`src/hdl/osc_pkg.sv`:
```
package osc_pkg;

    // ------------------------------------------------------------
    // register map
    // ------------------------------------------------------------
    localparam logic [7:0] OSC_ADDR_EXT  = 8'hB1;
    localparam logic [7:0] OSC_ADDR_INT  = 8'hB2;
    localparam logic [7:0] OSC_ADDR_TRIM = 8'hB3;

    // ------------------------------------------------------------
    // field positions
    // ------------------------------------------------------------
    localparam int OSC_INT_ON_BIT    = 7;
    localparam int OSC_INT_RDY_BIT   = 6;
    localparam int OSC_TRIM_SSE_BIT  = 7;
    localparam int OSC_EXT_VLD_BIT   = 7;
    localparam int OSC_EXT_MODE_LSB  = 4;
    localparam int OSC_EXT_RSV_BIT   = 3;
    localparam int OSC_EXT_BIAS_LSB  = 0;

    // ------------------------------------------------------------
    // reset values
    // ------------------------------------------------------------
    localparam logic       OSC_INT_ON_RST   = 1'b0;
    localparam logic       OSC_SSE_RST      = 1'b0;
    localparam logic [2:0] OSC_MODE_RST     = 3'h0;
    localparam logic [2:0] OSC_BIAS_RST     = 3'h0;
    localparam logic [5:0] OSC_INT_RSV_DEF  = 6'h00;
    localparam logic [6:0] OSC_TRIM_DEF     = 7'h40;

    // ------------------------------------------------------------
    // external mode codes
    // ------------------------------------------------------------
    localparam logic [2:0] OSC_MODE_CMOS    = 3'h2;
    localparam logic [2:0] OSC_MODE_CMOS_D2 = 3'h3;
    localparam logic [2:0] OSC_MODE_RC      = 3'h4;
    localparam logic [2:0] OSC_MODE_CAP     = 3'h5;
    localparam logic [2:0] OSC_MODE_XTAL    = 3'h6;
    localparam logic [2:0] OSC_MODE_XTAL_D2 = 3'h7;

    typedef enum logic [1:0] {
        OSC_EXT_OFF,
        OSC_EXT_CMOS,
        OSC_EXT_ANALOG
    } osc_ext_kind_e;

    // bus request
    typedef struct packed {
        logic       wr;
        logic       rd;
        logic [7:0] addr;
        logic [7:0] wdata;
    } osc_bus_s;

    // controls to analog oscillators
    typedef struct packed {
        logic       intOn;
        logic       ditherOn;
        logic [6:0] trim;
        logic [2:0] extMode;
        logic [2:0] extBias;
        logic       extDivTwo;
    } osc_ctrl_s;

endpackage

```
`src/hdl/osc_regs.sv`:
```
// What this block does
// - internal control bit 7 enables internal oscillator; resets to zero.
// - internal control bit 6 reads one only while oscillator runs at frequency.
// - trim register bit 7 enables spread-spectrum dithering; resets to zero.
// - seven-bit trim field resets to a per-part factory code.
// - higher trim code lowers frequency, about one percent per step.
// - mode field bits 6:4 selects off, cmos, cmos/2, rc, cap, xtal, xtal/2.
// - external control bit 7 reads one when external oscillator in an rc, cap or xtal mode runs stable.
// - valid flag reads zero in both external cmos clock modes.
// - external control bit 3 reads zero; software writes zero.
// - bias field bits 2:0 accepts all codes, resets to zero with mode.
`timescale 1ns/1ps

module osc_regs
    import osc_pkg::*;
#(
    parameter logic [6:0] FACTORY_TRIM = osc_pkg::OSC_TRIM_DEF,
    parameter logic [5:0] INT_RSV_INIT = osc_pkg::OSC_INT_RSV_DEF
) (
    // clock and reset
    input  wire logic               clock,
    input  wire logic               rst_b,
    // register bus
    input  wire osc_pkg::osc_bus_s  bus,
    output logic [7:0]              rdata,
    // analog status
    input  wire logic               intFreqLock,
    input  wire logic               extStable,
    // analog control
    output osc_pkg::osc_ctrl_s      ctrl
);
    import osc_pkg::*;

    // ------------------------------------------------------------
    // reset release
    // ------------------------------------------------------------
    logic rstSync1_q;
    logic rstSync2_q;

    always_ff @(posedge clock or negedge rst_b) begin
        if (!rst_b) begin
            rstSync1_q <= 1'b0;
            rstSync2_q <= 1'b0;
        end else begin
            rstSync1_q <= 1'b1;
            rstSync2_q <= rstSync1_q;
        end
    end

    wire logic rstInt_b = rstSync2_q;

    // ------------------------------------------------------------
    // mode decode
    // ------------------------------------------------------------
    function automatic osc_ext_kind_e kind_of(input logic [2:0] m);
        case (m)
            OSC_MODE_CMOS, OSC_MODE_CMOS_D2: kind_of = OSC_EXT_CMOS;
            OSC_MODE_RC, OSC_MODE_CAP,
            OSC_MODE_XTAL, OSC_MODE_XTAL_D2: kind_of = OSC_EXT_ANALOG;
            default:                         kind_of = OSC_EXT_OFF;
        endcase
    endfunction

    // ------------------------------------------------------------
    // register state
    // ------------------------------------------------------------
    logic       intOn_q,  intOn_d;
    logic [5:0] intRsv_q, intRsv_d;
    logic       sse_q,    sse_d;
    logic [6:0] trim_q,   trim_d;
    logic [2:0] mode_q,   mode_d;
    logic [2:0] bias_q,   bias_d;
    logic       rdy_q,    rdy_d;
    logic       vld_q,    vld_d;
    logic [7:0] rdata_q,  rdata_d;

    always_comb begin
        intOn_d      = intOn_q;
        intRsv_d     = intRsv_q;
        sse_d        = sse_q;
        trim_d       = trim_q;
        mode_d       = mode_q;
        bias_d       = bias_q;
        rdata_d      = rdata_q;
        if (bus.wr) begin
            case (bus.addr)
                OSC_ADDR_INT: begin
                    intOn_d  = bus.wdata[OSC_INT_ON_BIT];
                    intRsv_d = bus.wdata[5:0];
                end
                OSC_ADDR_TRIM: begin
                    sse_d  = bus.wdata[OSC_TRIM_SSE_BIT];
                    trim_d = bus.wdata[6:0];
                end
                OSC_ADDR_EXT: begin
                    mode_d = bus.wdata[OSC_EXT_MODE_LSB +: 3];
                    bias_d = bus.wdata[OSC_EXT_BIAS_LSB +: 3];
                end
                default: begin
                end
            endcase
        end
        // ready only while enabled and the oscillator reports lock
        rdy_d = intOn_q && intFreqLock;
        // cmos modes never report valid
        vld_d = (kind_of(mode_q) == OSC_EXT_ANALOG) && extStable;
        if (bus.rd) begin
            case (bus.addr)
                OSC_ADDR_INT:  rdata_d = {intOn_q, rdy_q, intRsv_q};
                OSC_ADDR_TRIM: rdata_d = {sse_q, trim_q};
                OSC_ADDR_EXT:  rdata_d = {vld_q, mode_q, 1'b0, bias_q};
                default:       rdata_d = 8'h00;
            endcase
        end
    end

    always_ff @(posedge clock or negedge rstInt_b) begin
        if (!rstInt_b) begin
            intOn_q      <= OSC_INT_ON_RST;
            // per-part codes are held from reset onwards, so the oscillator
            // never runs on a generic trim
            intRsv_q     <= INT_RSV_INIT;
            sse_q        <= OSC_SSE_RST;
            trim_q       <= FACTORY_TRIM;
            mode_q       <= OSC_MODE_RST;
            bias_q       <= OSC_BIAS_RST;
            rdy_q        <= 1'b0;
            vld_q        <= 1'b0;
            rdata_q      <= 8'h00;
        end else begin
            intOn_q      <= intOn_d;
            intRsv_q     <= intRsv_d;
            sse_q        <= sse_d;
            trim_q       <= trim_d;
            mode_q       <= mode_d;
            bias_q       <= bias_d;
            rdy_q        <= rdy_d;
            vld_q        <= vld_d;
            rdata_q      <= rdata_d;
        end
    end

    // ------------------------------------------------------------
    // outputs
    // ------------------------------------------------------------
    assign rdata          = rdata_q;
    assign ctrl.intOn     = intOn_q;
    assign ctrl.ditherOn  = sse_q;
    assign ctrl.trim      = trim_q;
    assign ctrl.extMode   = mode_q;
    assign ctrl.extBias   = bias_q;
    assign ctrl.extDivTwo = (mode_q == OSC_MODE_CMOS_D2) || (mode_q == OSC_MODE_XTAL_D2);

    // ------------------------------------------------------------
    // checks
    // ------------------------------------------------------------
    ready_needs_on_a: assert property (@(posedge clock) disable iff (!rstInt_b)
        rdy_q |-> $past(intOn_q))
        else $error("ready without enable");

    ready_off_zero_a: assert property (@(posedge clock) disable iff (!rstInt_b)
        !intOn_q |=> !rdy_q)
        else $error("ready while disabled");

    ready_tracks_a: assert property (@(posedge clock) disable iff (!rstInt_b)
        ##1 (rdy_q == $past(intOn_q && intFreqLock)))
        else $error("ready wrong");

    enable_write_a: assert property (@(posedge clock) disable iff (!rstInt_b)
        (bus.wr && bus.addr == OSC_ADDR_INT) |=> (intOn_q == $past(bus.wdata[7])))
        else $error("enable not written");

    enable_hold_a: assert property (@(posedge clock) disable iff (!rstInt_b)
        !(bus.wr && bus.addr == OSC_ADDR_INT) |=> $stable(intOn_q))
        else $error("enable changed without write");

    int_read_a: assert property (@(posedge clock) disable iff (!rstInt_b)
        (bus.rd && bus.addr == OSC_ADDR_INT) |=> (rdata[7:6] == {$past(intOn_q), $past(rdy_q)}))
        else $error("int read wrong");

    dither_write_a: assert property (@(posedge clock) disable iff (!rstInt_b)
        (bus.wr && bus.addr == OSC_ADDR_TRIM) |=> (ctrl.ditherOn == $past(bus.wdata[7])))
        else $error("dither not written");

    trim_write_a: assert property (@(posedge clock) disable iff (!rstInt_b)
        (bus.wr && bus.addr == OSC_ADDR_TRIM) |=> (ctrl.trim == $past(bus.wdata[6:0])))
        else $error("trim not written");

    trim_hold_a: assert property (@(posedge clock) disable iff (!rstInt_b)
        !(bus.wr && bus.addr == OSC_ADDR_TRIM) |=> $stable(ctrl.trim))
        else $error("trim changed without write");

    trim_read_a: assert property (@(posedge clock) disable iff (!rstInt_b)
        (bus.rd && bus.addr == OSC_ADDR_TRIM) |=> (rdata == {$past(sse_q), $past(trim_q)}))
        else $error("trim read wrong");

    ext_write_a: assert property (@(posedge clock) disable iff (!rstInt_b)
        (bus.wr && bus.addr == OSC_ADDR_EXT) |=> (ctrl.extMode == $past(bus.wdata[6:4])
        && ctrl.extBias == $past(bus.wdata[2:0])))
        else $error("ext not written");

    bias_hold_a: assert property (@(posedge clock) disable iff (!rstInt_b)
        !(bus.wr && bus.addr == OSC_ADDR_EXT) |=> $stable(ctrl.extBias))
        else $error("bias changed without write");

    div_two_a: assert property (@(posedge clock) disable iff (!rstInt_b)
        ctrl.extDivTwo == (ctrl.extMode[1:0] == 2'b11))
        else $error("divide by two wrong");

    cmos_no_valid_a: assert property (@(posedge clock) disable iff (!rstInt_b)
        (mode_q[2:1] == 2'b01) [*2] |-> !vld_q)
        else $error("valid in cmos mode");

    off_no_valid_a: assert property (@(posedge clock) disable iff (!rstInt_b)
        (mode_q[2:1] == 2'b00) [*2] |-> !vld_q)
        else $error("valid while disabled");

    valid_tracks_a: assert property (@(posedge clock) disable iff (!rstInt_b)
        ##1 (vld_q == $past(mode_q[2] && extStable)))
        else $error("valid wrong");

    ext_read_a: assert property (@(posedge clock) disable iff (!rstInt_b)
        (bus.rd && bus.addr == OSC_ADDR_EXT) |=> (rdata[3] == 1'b0 &&
        rdata[6:4] == $past(mode_q) && rdata[2:0] == $past(bias_q)))
        else $error("ext read wrong");

endmodule

```
`config.mk`:
```
export PLATFORM = sky130hd
export DESIGN_NAME = osc_regs
export DESIGN_NICKNAME = d
export VERILOG_FILES = /design/src/hdl/osc_pkg.sv /design/src/hdl/osc_regs.sv
export SDC_FILE = /design/constraint.sdc
export NUM_CORES = 1
export LEC_CHECK = 0
export BUFFER_PORTS_ARGS = -buffer_cell sky130_fd_sc_hd__buf_2
export CORE_MARGIN = 2
export CORE_UTILIZATION = 45
export CTS_BUF_LIST = sky130_fd_sc_hd__clkbuf_4 sky130_fd_sc_hd__clkbuf_8 sky130_fd_sc_hd__clkbuf_16
export CTS_CLUSTER_SIZE = 30
export DETAILED_ROUTE_END_ITERATION = 8
export PLACE_DENSITY_LB_ADDON = 0.12
export SLEW_MARGIN = 20
export SYNTH_ARGS = -nofsm -noshare
export SYNTH_HDL_FRONTEND = slang
export SYNTH_SLANG_ARGS = --single-unit
export TNS_END_PERCENT = 5
```
`constraint.sdc`:
```
create_clock -name clock -period 1 [get_ports clock]
set_input_delay 0.2 -clock clock [delete_from_list [all_inputs] [get_ports clock]]
set_output_delay 0.2 -clock clock [all_outputs]
set_load 0.03 [all_outputs]
```
==> results.txt <==
Worst EP arrival = 1020 ps
CTS Buffer Depth = 2
Min-delay worst type = in2reg
Post-layout util = 0.715
Largest net degree at the start of global routing = 32
Internal power = 2010 µW
Sequential power share = 0.526
Die area = 3750 µm²
Violated checks = negative setup slack
Setup Skew = 3.01 ps
CP Class = reg2out
Commonest non-fill, non-tap cells in the layout = dfrtp_1, buf_6, mux2_2
Sequential fraction of the synthesis area = 0.561
Distinct cells, synth = 23
I/O Pins = 46
Syn Inst Count = 107
TritonCTS clock tree = built
Syn nets = 129
Net Sw Frac = 0.253
EDFF count, synth = 0
First-pass GRT wire length = 5.42 mm
Crit. End Element = output port
Fin worst setup slack = -221 ps
1st-iter DRT viols = 24
Grt total ovfl = 0
H-tree levels = 2
Tmin final = 1220 ps
Final setup viols = 36
Synth-to-Final Area Change = 49.3%
Post-route ant nets = 0
Final routed DRC violation total = 0
Post-synthesis async set-or-reset flop share = 1.00
# clock sinks = 33
Die W = 61.2 µm
Dominant cell type by area after synthesis = dfrtp_1
Core Region = 3080 µm²
Final nets = 198
Die Y = 61.2 µm
Power per cell area = 1220 nW/µm²
Worst Path Max Fanout = 3
Final Max Tran Viols = 0
Critical path required time = 800 ps
Number of buffers added on ports = 45
Net switching power = 679 µW
Yosys warning count = 0
Worst-path clk slew = 100 ps
Status = finished, violations left
Clock Power Share = 0.317
Final Hold Viols = 0
Ranking of synthesized cells by area = dfrtp_1, mux2_2, a22oi_1, o22ai_1, inv_1
Starting Density = 0.479
Via density = 5.00
Synth Area per Inst = 13.8 µm²
RSZ-0062 raised after global routing = true
TNS Setup = -3480 ps
Site row count = 20
Clock latency on the worst-skew pair = 330 ps
Leak pwr = 0.00111 µW
Total wire length = 3.35 mm
Layout cell share with drive strength beyond 1 = 0.672
DP Wirelength = 2.32 mm
Final worst-path cycle share = 1.22
Max frequency = 819 MHz
Total track usage = 0.207
Antenna violations before repair = 0
Average wire per standard cell = 15.1 µm
Max cap viols = 0
# diodes = 0
Via count = 1,105
Vias in the first global route = 1,155
Combinational Power Share = 0.157
Startpoint types = register
VDD IR max = 0.971 mV
Yosys reg bits = 33
Top FF cell, synth = dfrtp_1
Cell area after synthesis = 1470 µm²
Drt pass-1 iters = 3
CTS root buf = clkbuf_4
Gpl congestion = 0.739
Number of CTS-inserted buffers = 5
Synth top area share = 0.543
Most common cell after layout, fill and taps aside = dfrtp_1
[worst max-delay path, stage by stage, from the launching register on]
cell and delay (ps):
dfrtp_1 400, and2_4 160, buf_6 130
[final cells by class]
cell class,count,area [µm²]
Timing Repair Buffer,70,594
Multi-Input combinational cell,58,624
Sequential cell,33,827
Fill cell,230,877
Tap cell,44,55.1
Clock inverter,1,5.00
Inverter,8,30.0
Clock buffer,7,65.1
[cells by family after synthesis]
family	after synthesis	synth area share
flip-flops	33	0.561
multiplexers	29	0.222
AO/OA/AOI/OAI	16	0.0747
buffers and inverters	16	0.0535
AND/OR/NAND/NOR	12	0.0866
other	1	0.00254
[synth_stat cells (all sizes together), types with 2 or more instances]
cell,count
o22ai,7
a22oi,7
and2,3
mux2,29
clkbuf,2
buf,6
nand4,2
dfrtp,32
inv,8
[state kept, by name, summed over array words and instances (netlist names)]
signal / flops
sse_q: 1
intRsv_q: 6
intOn_q: 1
rstSync1_q: 1
trim_q: 7
vld_q: 1
rdy_q: 1
bias_q: 3
rdata: 8
mode_q: 3
rstInt_b: 1
[routing by layer]
metal  global-route usage  share of wire
met5                    0              0
met3               0.0567          0.047
met2                0.331           0.49
met1                0.264           0.45
met4               0.0932          0.019
[power by group through the flow]
stage	Clock [µW]	Sequential, µW	Combinational (µW)
2_1_floorplan	0	1500	130
3_3_place_gp	0	1430	348
3_5_place_dp	0	1440	353
4_1_cts	890	1410	413
5_1_grt	945	1420	452
6_report	852	1410	422
[stage by stage]
stage,setup WS [ps],std cells,power (µW),hold slack (ps),instance area (µm²)
2_1_floorplan,-264,107,1630,-95.6,1510
3_3_place_gp,-363,207,1780,-15.2,1890
3_5_place_dp,-371,207,1790,-12.2,1890
4_1_cts,-238,220,2720,57.1,2160
5_1_grt,-266,221,2820,67.9,2200
6_report,-221,221,2690,74.2,2200
[repair_timing]
item	4_1_cts	5_1_grt
buffers inserted	4	1
gates cloned	0	0
endpoints found under the hold margin	2	0
gates resized for setup	51	7
setup endpoints to repair	33	46
hold buffers	1	0
pin swaps	4	1
[worst paths after layout]
check	startpoint	endpoint	slack [ps]	cells after the start
min in group asynchronous	rst_b	rstInt_b$_DFF_PN0_	160	2
max in group asynchronous	rstInt_b$_DFF_PN0_	trim_q[6]$_DFFE_PN1P_	540	1
hold reg to reg	rstInt_b$_DFF_PN0_	rdata[6]$_DFFE_PN0P_	230	1
hold / removal	intFreqLock	rdy_q$_DFF_PN0_	70	2
setup reg to reg	trim_q[6]$_DFFE_PN1P_	rdata[6]$_DFFE_PN0P_	-110	4
setup / recovery	mode_q[1]$_DFFE_PN0P_	ctrl[0]	-220	2
Power figures use the tool's default switching activity.
